### src/vfd_defines.svh
// constants for the display scan controller: offsets, fields, resets, timing
// assumes a 50 MHz pclk and a 32-bit APB slave window of 128 bytes
`ifndef VFD_DEFINES_SVH
`define VFD_DEFINES_SVH

// ****************************************************************
// register map (byte addresses)
// ****************************************************************
`define VFD_OFS_BOUNDARY 8'h00
`define VFD_OFS_SEGMENT 8'h04
`define VFD_OFS_DIGIT 8'h08
`define VFD_OFS_STATUS 8'h0c
`define VFD_RAM_BASE 8'h40
`define VFD_RAM_WORDS 16

// ****************************************************************
// fields
// ****************************************************************
`define VFD_BIT_RUN 7
`define VFD_BIT_LAMP 6
`define VFD_BIT_SPARE 4
`define VFD_BIT_PFS 7
`define VFD_BIT_KSE 6
`define VFD_FIXED_ONE 8'h20
`define VFD_SHARED_PINS 8
`define VFD_SEGS 24
`define VFD_DIGITS 16
`define VFD_LAST_DIGIT 5'h0f

// ****************************************************************
// reset values
// ****************************************************************
`define VFD_RST_BOUNDARY 8'h20
`define VFD_RST_SEGMENT 8'h20
`define VFD_RST_DIGIT 8'h00

// ****************************************************************
// timing
// ****************************************************************
`define VFD_CLK_NS 20
`define VFD_SLOT_NS 1000
`define VFD_SLOT_CYC ((`VFD_SLOT_NS + `VFD_CLK_NS - 1) / `VFD_CLK_NS)

`endif

### src/vfd_pkg.sv
// types shared by the display scan controller
// assumes vfd_defines.svh is compiled alongside
package vfd_pkg;

   typedef enum logic [2:0] {
      ST_IDLE = 3'b001,
      ST_DIGIT = 3'b010,
      ST_KEY = 3'b100
   } scan_state_t;

   typedef enum logic [4:0] {
      AK_BOUNDARY = 5'b00001,
      AK_SEGMENT = 5'b00010,
      AK_DIGIT = 5'b00100,
      AK_STATUS = 5'b01000,
      AK_RAM = 5'b10000
   } addr_kind_t;

endpackage

### src/vfd_scan_ctrl.sv
// display scan controller: APB registers, display RAM, digit scan, pins
// assumes port logic outside takes the pins while port_mode is high
//
// Local design decisions: the APB interface to the registers and the register addresses.
`timescale 1ns/1ps
`include "vfd_defines.svh"

module vfd_scan_ctrl
   import vfd_pkg::*;
(
   // clock and reset
   input wire logic pclk,
   input wire logic presetn,
   // apb slave
   input wire logic psel,
   input wire logic penable,
   input wire logic pwrite,
   input wire logic [7:0] paddr,
   input wire logic [31:0] pwdata,
   input wire logic [3:0] pstrb,
   output logic [31:0] prdata,
   output logic pready,
   output logic pslverr,
   // display pins
   output logic [15:8] grid_pin,
   output logic [23:8] anode_pin,
   output logic [7:0] shared_pin,
   output logic [7:0] shared_is_anode,
   output logic port_mode,
   // key scan slot start, one cycle
   output logic scan_irq_flag
);

   // ****************************************************************
   // helpers
   // ****************************************************************
   function automatic logic shared_anode(input logic [2:0] k,
                                         input logic [3:0] split);
      shared_anode = split[3] | ({1'b0, k} < split);
   endfunction

   function automatic addr_kind_t decode(input logic [7:0] a,
                                         output logic hit);
      hit = 1'b1;
      decode = AK_STATUS;
      if (a == `VFD_OFS_BOUNDARY) begin
         decode = AK_BOUNDARY;
      end else if (a == `VFD_OFS_SEGMENT) begin
         decode = AK_SEGMENT;
      end else if (a == `VFD_OFS_DIGIT) begin
         decode = AK_DIGIT;
      end else if (a == `VFD_OFS_STATUS) begin
         decode = AK_STATUS;
      end else if (a[7:6] == `VFD_RAM_BASE >> 6 && a[1:0] == 2'h0) begin
         decode = AK_RAM;
      end else begin
         hit = 1'b0;
      end
   endfunction

   // ****************************************************************
   // register and bus state
   // ****************************************************************
   logic [7:0] boundary_q, boundary_d;
   logic [7:0] segment_q, segment_d;
   logic [7:0] digit_q, digit_d;
   logic [31:0] ram_q [`VFD_RAM_WORDS];
   logic [31:0] ram_d [`VFD_RAM_WORDS];
   logic [31:0] prdata_q, prdata_d;
   logic pready_q, pready_d;
   logic pslverr_q, pslverr_d;
   logic ctrl_wr;

   scan_state_t st_q, st_d;
   logic [3:0] dig_q, dig_d;
   logic [5:0] tmr_q, tmr_d;
   logic irq_q, irq_d;

   logic [15:8] grid_q, grid_d;
   logic [23:8] anode_q, anode_d;
   logic [7:0] shared_q, shared_d;
   logic [7:0] role_q, role_d;
   logic port_q, port_d;

   // ****************************************************************
   // apb slave and registers
   // ****************************************************************
   // read data is prepared in the setup cycle, so every access is one cycle
   always_comb begin
      addr_kind_t kind;
      logic hit;
      logic [3:0] w;
      kind = decode(paddr, hit);
      w = paddr[5:2];
      boundary_d = boundary_q;
      segment_d = segment_q;
      digit_d = digit_q;
      ram_d = ram_q;
      prdata_d = prdata_q;
      pready_d = 1'b0;
      pslverr_d = 1'b0;
      ctrl_wr = 1'b0;
      if (psel && !penable) begin
         pready_d = 1'b1;
         pslverr_d = !hit || (pwrite && kind == AK_STATUS);
         prdata_d = 32'h0000_0000;
         case (kind)
            AK_BOUNDARY: prdata_d[7:0] = boundary_q | `VFD_FIXED_ONE;
            AK_SEGMENT: begin
               prdata_d[7:0] = segment_q | `VFD_FIXED_ONE;
               if (st_q == ST_KEY) begin
                  prdata_d[`VFD_BIT_PFS] = 1'b0;
               end
            end
            AK_DIGIT: prdata_d[7:0] = digit_q;
            AK_STATUS: prdata_d[7:0] = {1'b0, st_q, dig_q};
            AK_RAM: prdata_d = ram_q[w];
            default: prdata_d = 32'h0000_0000;
         endcase
         if (!hit) begin
            prdata_d = 32'h0000_0000;
         end
      end
      if (psel && penable && pready_q && pwrite && !pslverr_q) begin
         case (kind)
            AK_BOUNDARY: begin
               if (pstrb[0]) begin
                  // bit 5 is never stored, bit 4 is spare storage
                  boundary_d = pwdata[7:0] & ~`VFD_FIXED_ONE;
                  ctrl_wr = 1'b1;
               end
            end
            AK_SEGMENT: begin
               if (pstrb[0]) begin
                  segment_d = pwdata[7:0] & ~`VFD_FIXED_ONE;
                  ctrl_wr = 1'b1;
               end
            end
            AK_DIGIT: begin
               if (pstrb[0]) begin
                  digit_d = pwdata[7:0];
                  ctrl_wr = 1'b1;
               end
            end
            AK_RAM: begin
               for (int b = 0; b < 4; b++) begin
                  if (pstrb[b]) begin
                     ram_d[w][b*8 +: 8] = pwdata[b*8 +: 8];
                  end
               end
            end
            default: ctrl_wr = 1'b0;
         endcase
      end
   end

   always_ff @(posedge pclk or negedge presetn) begin
      if (!presetn) begin
         boundary_q <= `VFD_RST_BOUNDARY & ~`VFD_FIXED_ONE;
         segment_q <= `VFD_RST_SEGMENT & ~`VFD_FIXED_ONE;
         digit_q <= `VFD_RST_DIGIT;
         for (int i = 0; i < `VFD_RAM_WORDS; i++) begin
            ram_q[i] <= 32'h0000_0000;
         end
         prdata_q <= 32'h0000_0000;
         pready_q <= 1'b0;
         pslverr_q <= 1'b0;
      end else begin
         boundary_q <= boundary_d;
         segment_q <= segment_d;
         digit_q <= digit_d;
         ram_q <= ram_d;
         prdata_q <= prdata_d;
         pready_q <= pready_d;
         pslverr_q <= pslverr_d;
      end
   end

   // ****************************************************************
   // scan timing
   // ****************************************************************
   logic run;
   logic keyscan_slot_en;
   logic [4:0] first_dig;
   logic [4:0] last_dig;
   logic any_dig;
   logic slot_end;

   always_comb begin
      run = boundary_q[`VFD_BIT_RUN];
      keyscan_slot_en = segment_q[`VFD_BIT_KSE];
      // digits start at the split point and end at digit 15 minus the digit register
      first_dig = boundary_q[3] ? 5'h08 : {2'b00, boundary_q[2:0]};
      last_dig = `VFD_LAST_DIGIT - {1'b0, digit_q[3:0]};
      any_dig = first_dig <= last_dig;
      slot_end = tmr_q == 6'(`VFD_SLOT_CYC - 1);
      st_d = st_q;
      dig_d = dig_q;
      tmr_d = tmr_q + 6'h01;
      irq_d = 1'b0;
      case (st_q)
         ST_IDLE: begin
            tmr_d = 6'h00;
            if (any_dig) begin
               st_d = ST_DIGIT;
               dig_d = first_dig[3:0];
            end else if (keyscan_slot_en) begin
               st_d = ST_KEY;
               irq_d = 1'b1;
            end
         end
         ST_DIGIT: begin
            if (slot_end) begin
               tmr_d = 6'h00;
               if ({1'b0, dig_q} >= last_dig) begin
                  dig_d = first_dig[3:0];
                  if (keyscan_slot_en) begin
                     st_d = ST_KEY;
                     irq_d = 1'b1;
                  end
               end else begin
                  dig_d = dig_q + 4'h1;
               end
            end
         end
         ST_KEY: begin
            if (slot_end) begin
               tmr_d = 6'h00;
               if (any_dig) begin
                  st_d = ST_DIGIT;
                  dig_d = first_dig[3:0];
               end else begin
                  irq_d = 1'b1;
               end
            end
         end
         default: st_d = ST_IDLE;
      endcase
      // a control write or a cleared enable restarts from idle
      if (!run || ctrl_wr) begin
         st_d = ST_IDLE;
         dig_d = 4'h0;
         tmr_d = 6'h00;
         irq_d = 1'b0;
      end
   end

   always_ff @(posedge pclk or negedge presetn) begin
      if (!presetn) begin
         st_q <= ST_IDLE;
         dig_q <= 4'h0;
         tmr_q <= 6'h00;
         irq_q <= 1'b0;
      end else begin
         st_q <= st_d;
         dig_q <= dig_d;
         tmr_q <= tmr_d;
         irq_q <= irq_d;
      end
   end

   // ****************************************************************
   // pin drive
   // ****************************************************************
   // pins follow the scan state one cycle later; invisible on a panel
   always_comb begin
      logic [15:0] grid;
      logic [23:0] anode;
      logic lit;
      grid = 16'h0000;
      anode = 24'h00_0000;
      lit = run && st_q == ST_DIGIT;
      if (lit) begin
         grid[dig_q] = 1'b1;
         if (boundary_q[`VFD_BIT_LAMP]) begin
            // segments beyond the range or lent to digits stay dark
            for (int s = 0; s < `VFD_SEGS; s++) begin
               anode[s] = ram_q[dig_q][s] && (s <= int'(segment_q[4:0])) &&
                  (s >= `VFD_SHARED_PINS ||
                   shared_anode(3'(7 - s), boundary_q[3:0]));
            end
         end
      end
      for (int k = 0; k < `VFD_SHARED_PINS; k++) begin
         role_d[k] = shared_anode(3'(k), boundary_q[3:0]);
         shared_d[k] = role_d[k] ? anode[7 - k] : grid[k];
      end
      grid_d = grid[15:8];
      anode_d = anode[23:8];
      // flag low or key scan slot hands the pins to the port logic
      port_d = !segment_q[`VFD_BIT_PFS] || st_q == ST_KEY;
      if (port_d) begin
         grid_d = '0;
         anode_d = '0;
         shared_d = 8'h00;
      end
   end

   always_ff @(posedge pclk or negedge presetn) begin
      if (!presetn) begin
         grid_q <= '0;
         anode_q <= '0;
         shared_q <= 8'h00;
         role_q <= 8'h00;
         port_q <= 1'b1;
      end else begin
         grid_q <= grid_d;
         anode_q <= anode_d;
         shared_q <= shared_d;
         role_q <= role_d;
         port_q <= port_d;
      end
   end

   assign prdata = prdata_q;
   assign pready = pready_q;
   assign pslverr = pslverr_q;
   assign grid_pin = grid_q;
   assign anode_pin = anode_q;
   assign shared_pin = shared_q;
   assign shared_is_anode = role_q;
   assign port_mode = port_q;
   assign scan_irq_flag = irq_q;

endmodule // vfd_scan_ctrl

### config.mk
export PLATFORM = sky130hd
export DESIGN_NAME = vfd_scan_ctrl
export DESIGN_NICKNAME = d
export VERILOG_FILES = /design/src/vfd_pkg.sv /design/src/vfd_scan_ctrl.sv
export VERILOG_INCLUDE_DIRS = /design/src
export SDC_FILE = /design/constraint.sdc
export NUM_CORES = 1
export LEC_CHECK = 0
export ABC_AREA = 1
export BUFFER_PORTS_ARGS = -buffer_cell sky130_fd_sc_hd__buf_4
export CAP_MARGIN = 5
export CORE_UTILIZATION = 45
export CTS_CLUSTER_SIZE = 10
export DETAILED_ROUTE_END_ITERATION = 6
export PLACE_DENSITY_LB_ADDON = 0.3
export SYNTH_ARGS = -nofsm -noshare
export SYNTH_HDL_FRONTEND = slang
export SYNTH_SLANG_ARGS = --single-unit
### constraint.sdc
create_clock -name pclk -period 2.4 [get_ports pclk]
set_clock_uncertainty 0.05 [all_clocks]
set_input_delay 0.12 -clock pclk [delete_from_list [all_inputs] [get_ports pclk]]
set_output_delay 0.12 -clock pclk [all_outputs]
set_load 0.01 [all_outputs]
==> impl_metrics.csv <==
group,metric,value,unit
setup_path,critical-path-slowest-cell,"dfrtp_4",
detailed_routing,drtIter0Drc,3497,
place,place.gp.congestion,0.899,
logic_synthesis,ys_ff_latch,623,
power_and_ir_drop,power_density,621,nW/um^2
clock_tree,clockBufferDepth,3,
logic_synthesis,synth_warnings,0,
timing,slew_headroom,0.372,
detailed_routing,first_pass_iters,6,
logic_synthesis,ys_seq_area_frac,0.491,
place,placed_area,33900,um^2
min_path,min_path_type,"primary input to async pin",
outcome,outcome,"finished clean",
place,portBuffers,124,
floorplan,die_x,268,um
logic_synthesis,synthAdderAreaFrac,0.00552,
floorplan,dieArea,71600,um^2
setup_path,path_max_fanout,30,
detailed_routing,drc,0,
clock_tree,clk_pin_slew,0.06,ns
setup_path,critPathTopFamily,"simple AND/OR/NAND/NOR gates",
floorplan,rows,97,
layout,stdcell_area,36100,um^2
global_route,first_global_vias,27784,
clock_tree,tritoncts,"built",
floorplan,core,69900,um^2
timing,fin_hold_ws,0.0119,ns
logic_synthesis,synth_top_family_by_area,"simple AND/OR/NAND/NOR gates",
clock_tree,insertion_delay,0.62,ns
flow_run,drv_cap,0,
global_route,grt_pass1_wl,166000,um
global_route,grt_max_degree,115,
logic_synthesis,synth_enable_flop_cells,0,
floorplan,io_pins,125,
timing,setup_viol,0,
logic_synthesis,synth_xor_area_frac,0.00138,
clock_tree,cts_max_level,3,
timing,rsz0062_at_grt,"false",
setup_path,worstSetupPathType,"flop to flop",
clock_tree,postCtsResizedCells,0,
setup_path,critPathMaxStageDelay,0.54,ns
layout,antenna_cells,0,
clock_tree,post-cts-setup-buffers,0,
logic_synthesis,syn_nets,4183,
setup_path,worstPathRequired,2.87,ns
place,dp_hpwl,69700,um
timing,layout_min_cycle_time,2.25,ns
logic_synthesis,async_reset_ff_frac,1.00,
setup_path,critPathArrivalTime,2.72,ns
logic_synthesis,syn_area,31800,um^2
global_route,grt.overflow.total,0,
timing,worst_pin_slew,0.942,ns
timing,fmax,444,MHz
timing,hold_viol_final,0,
timing,period_share,0.937,
logic_synthesis,synth.distinct_cells,42,
detailed_routing,viasPerCell,5.72,
global_route,antenna_found_initial,0,
power_and_ir_drop,p_leak,17.8,nW
floorplan,start_util,0.454,
detailed_routing,vias,29563,
logic_synthesis,synth-simple-area-share,0.243,
detailed_routing,ant_nets,0,
layout,drive_gt1_frac,0.103,
setup_path,critPathCaptureType,"flop",
global_route,grt_usage,0.302,
detailed_routing,wl_per_cell,20.8,um
clock_tree,cts.hold.buffers_added,14,
power_and_ir_drop,peakVddDrop,0.467,mV
logic_synthesis,ys_dominant_reg_cell,"dfrtp_1",
timing,setup-tns-final,0,ns
timing,drv_slew,0,
logic_synthesis,syn_avg_cell_area,7.71,um^2
setup_path,worstSetupStartpointType,"flop",
logic_synthesis,synthMuxAreaShare,0,
floorplan,die_h,268,um
layout,area_delta_synth_final,13.8,%
layout,nets,4252,
setup_path,worst-path-buf-inv,3,
clock_tree,cts-buffers-inserted,75,
setup_path,path_cells,"inv_4 -> buf_12 -> buf_12 -> nor2_1 -> o21ai_0 -> nand2_1 -> nand2_1 -> nand4_1 -> nor2_1",
logic_synthesis,synth_cells,4120,
clock_tree,clockRootBuffer,"clkbuf_16",
detailed_routing,wl,108000,um
logic_synthesis,synth_compound_area_frac,0.186,
clock_tree,clock_sinks,623,
cell families after synthesis:
kind of cell,Yosys count
buf+inv,501
simple gates,1883
flops,623
xor+xnor,5
compound gates,1094
fa+ha+maj,14
final cells by class:
cell class | count | area, um^2
clock buffer | 104 | 2040
timing repair buffer | 256 | 2480
multi-input combinational | 2996 | 13900
sequential | 623 | 15600
fill | 6763 | 33800
tap | 940 | 1180
inverter | 237 | 898
clock inverter | 8 | 81.3
layer usage:
metal | global-route usage | vias to the layer above | wire (um)
met2 | 0.465 | 1597 | 48100
met4 | 0.134 | 0 | 4780
met1 | 0.411 | 14028 | 44900
met5 | 0 | - | 0
li1 | - | 13640 | -
met3 | 0.0599 | 298 | 9870
power breakdown:
| group | internal [mW] | switching (mW) |
|---|---|---|
| combinational | 0.452 | 1.12 |
| sequential | 10.5 | 0.0300 |
| clock | 5.87 | 4.44 |
state kept, by name, indices dropped and copies added (netlist names), 4 cells and up:
name             count
ram_q              512
shared_pin           8
prdata              32
shared_is_anode      8
grid_pin             8
digit_q              8
segment_q            7
tmr_q                6
dig_q                4
anode_pin           16
boundary_q           7
Yosys cell counts (12+ instances only):
library cell / instances / share of area
buf_1: 28 / 0.0033
nand2_1: 1390 / 0.16
a21oi_1: 86 / 0.014
clkbuf_1: 125 / 0.015
o21ai_0: 479 / 0.075
ha_1: 14 / 0.0055
o211ai_1: 21 / 0.0050
o22ai_1: 215 / 0.042
nand3_1: 73 / 0.012
buf_6: 38 / 0.013
nor2_1: 318 / 0.038
nand4_1: 12 / 0.0024
inv_1: 229 / 0.027
o21ai_1: 262 / 0.041
nand2_4: 41 / 0.015
dfrtp_1: 621 / 0.49
buf_2: 67 / 0.011
metrics by stage:
stage          instances  utilization  setup WS (ns)  total power, mW
2_1_floorplan       4120            -         0.0726             11.5
3_3_place_gp        5038        0.485          0.186             12.3
3_5_place_dp        5038        0.485          0.183             12.3
4_1_cts             5164        0.517          0.215             22.6
5_1_grt             5164        0.517         0.0709             23.1
6_report            5164        0.517          0.150             22.5
cells in the final DEF, fill, tap and decap left out, types with 8 or more instances in the layout:
master            n
o21ai_0         479
nor2_1          313
clkbuf_16        76
ha_1             14
o22ai_1         215
dlygate4sd3_1    14
nand2_1        1388
inv_1           226
a22o_1           10
o211ai_1         21
nand4_1          12
nor2_2           14
nand2_2           8
nor2_4           12
nand2_4          44
clkbuf_1         25
nor3_1            9
buf_12           41
buf_4           200
a21oi_1          86
dfrtp_1         619
o21ai_1         262
nand3_1          73
worst paths after layout:
path | start | endpoint | slack, ns | cells past startpoint
min in group pclk | pwdata[22] | ram_q[214] | 0.02 | 3
min reg2reg | prdata[3] | prdata[3] | 0.43 | 2
max in group asynchronous | presetn | ram_q[442] | 1.44 | 4
min | presetn | ram_q[134] | 0.01 | 2
max reg2reg | dig_q[0] | anode_pin[16] | 0.15 | 9
max | dig_q[0] | anode_pin[16] | 0.15 | 9
Note: power is estimated with default switching activity, not from simulation.
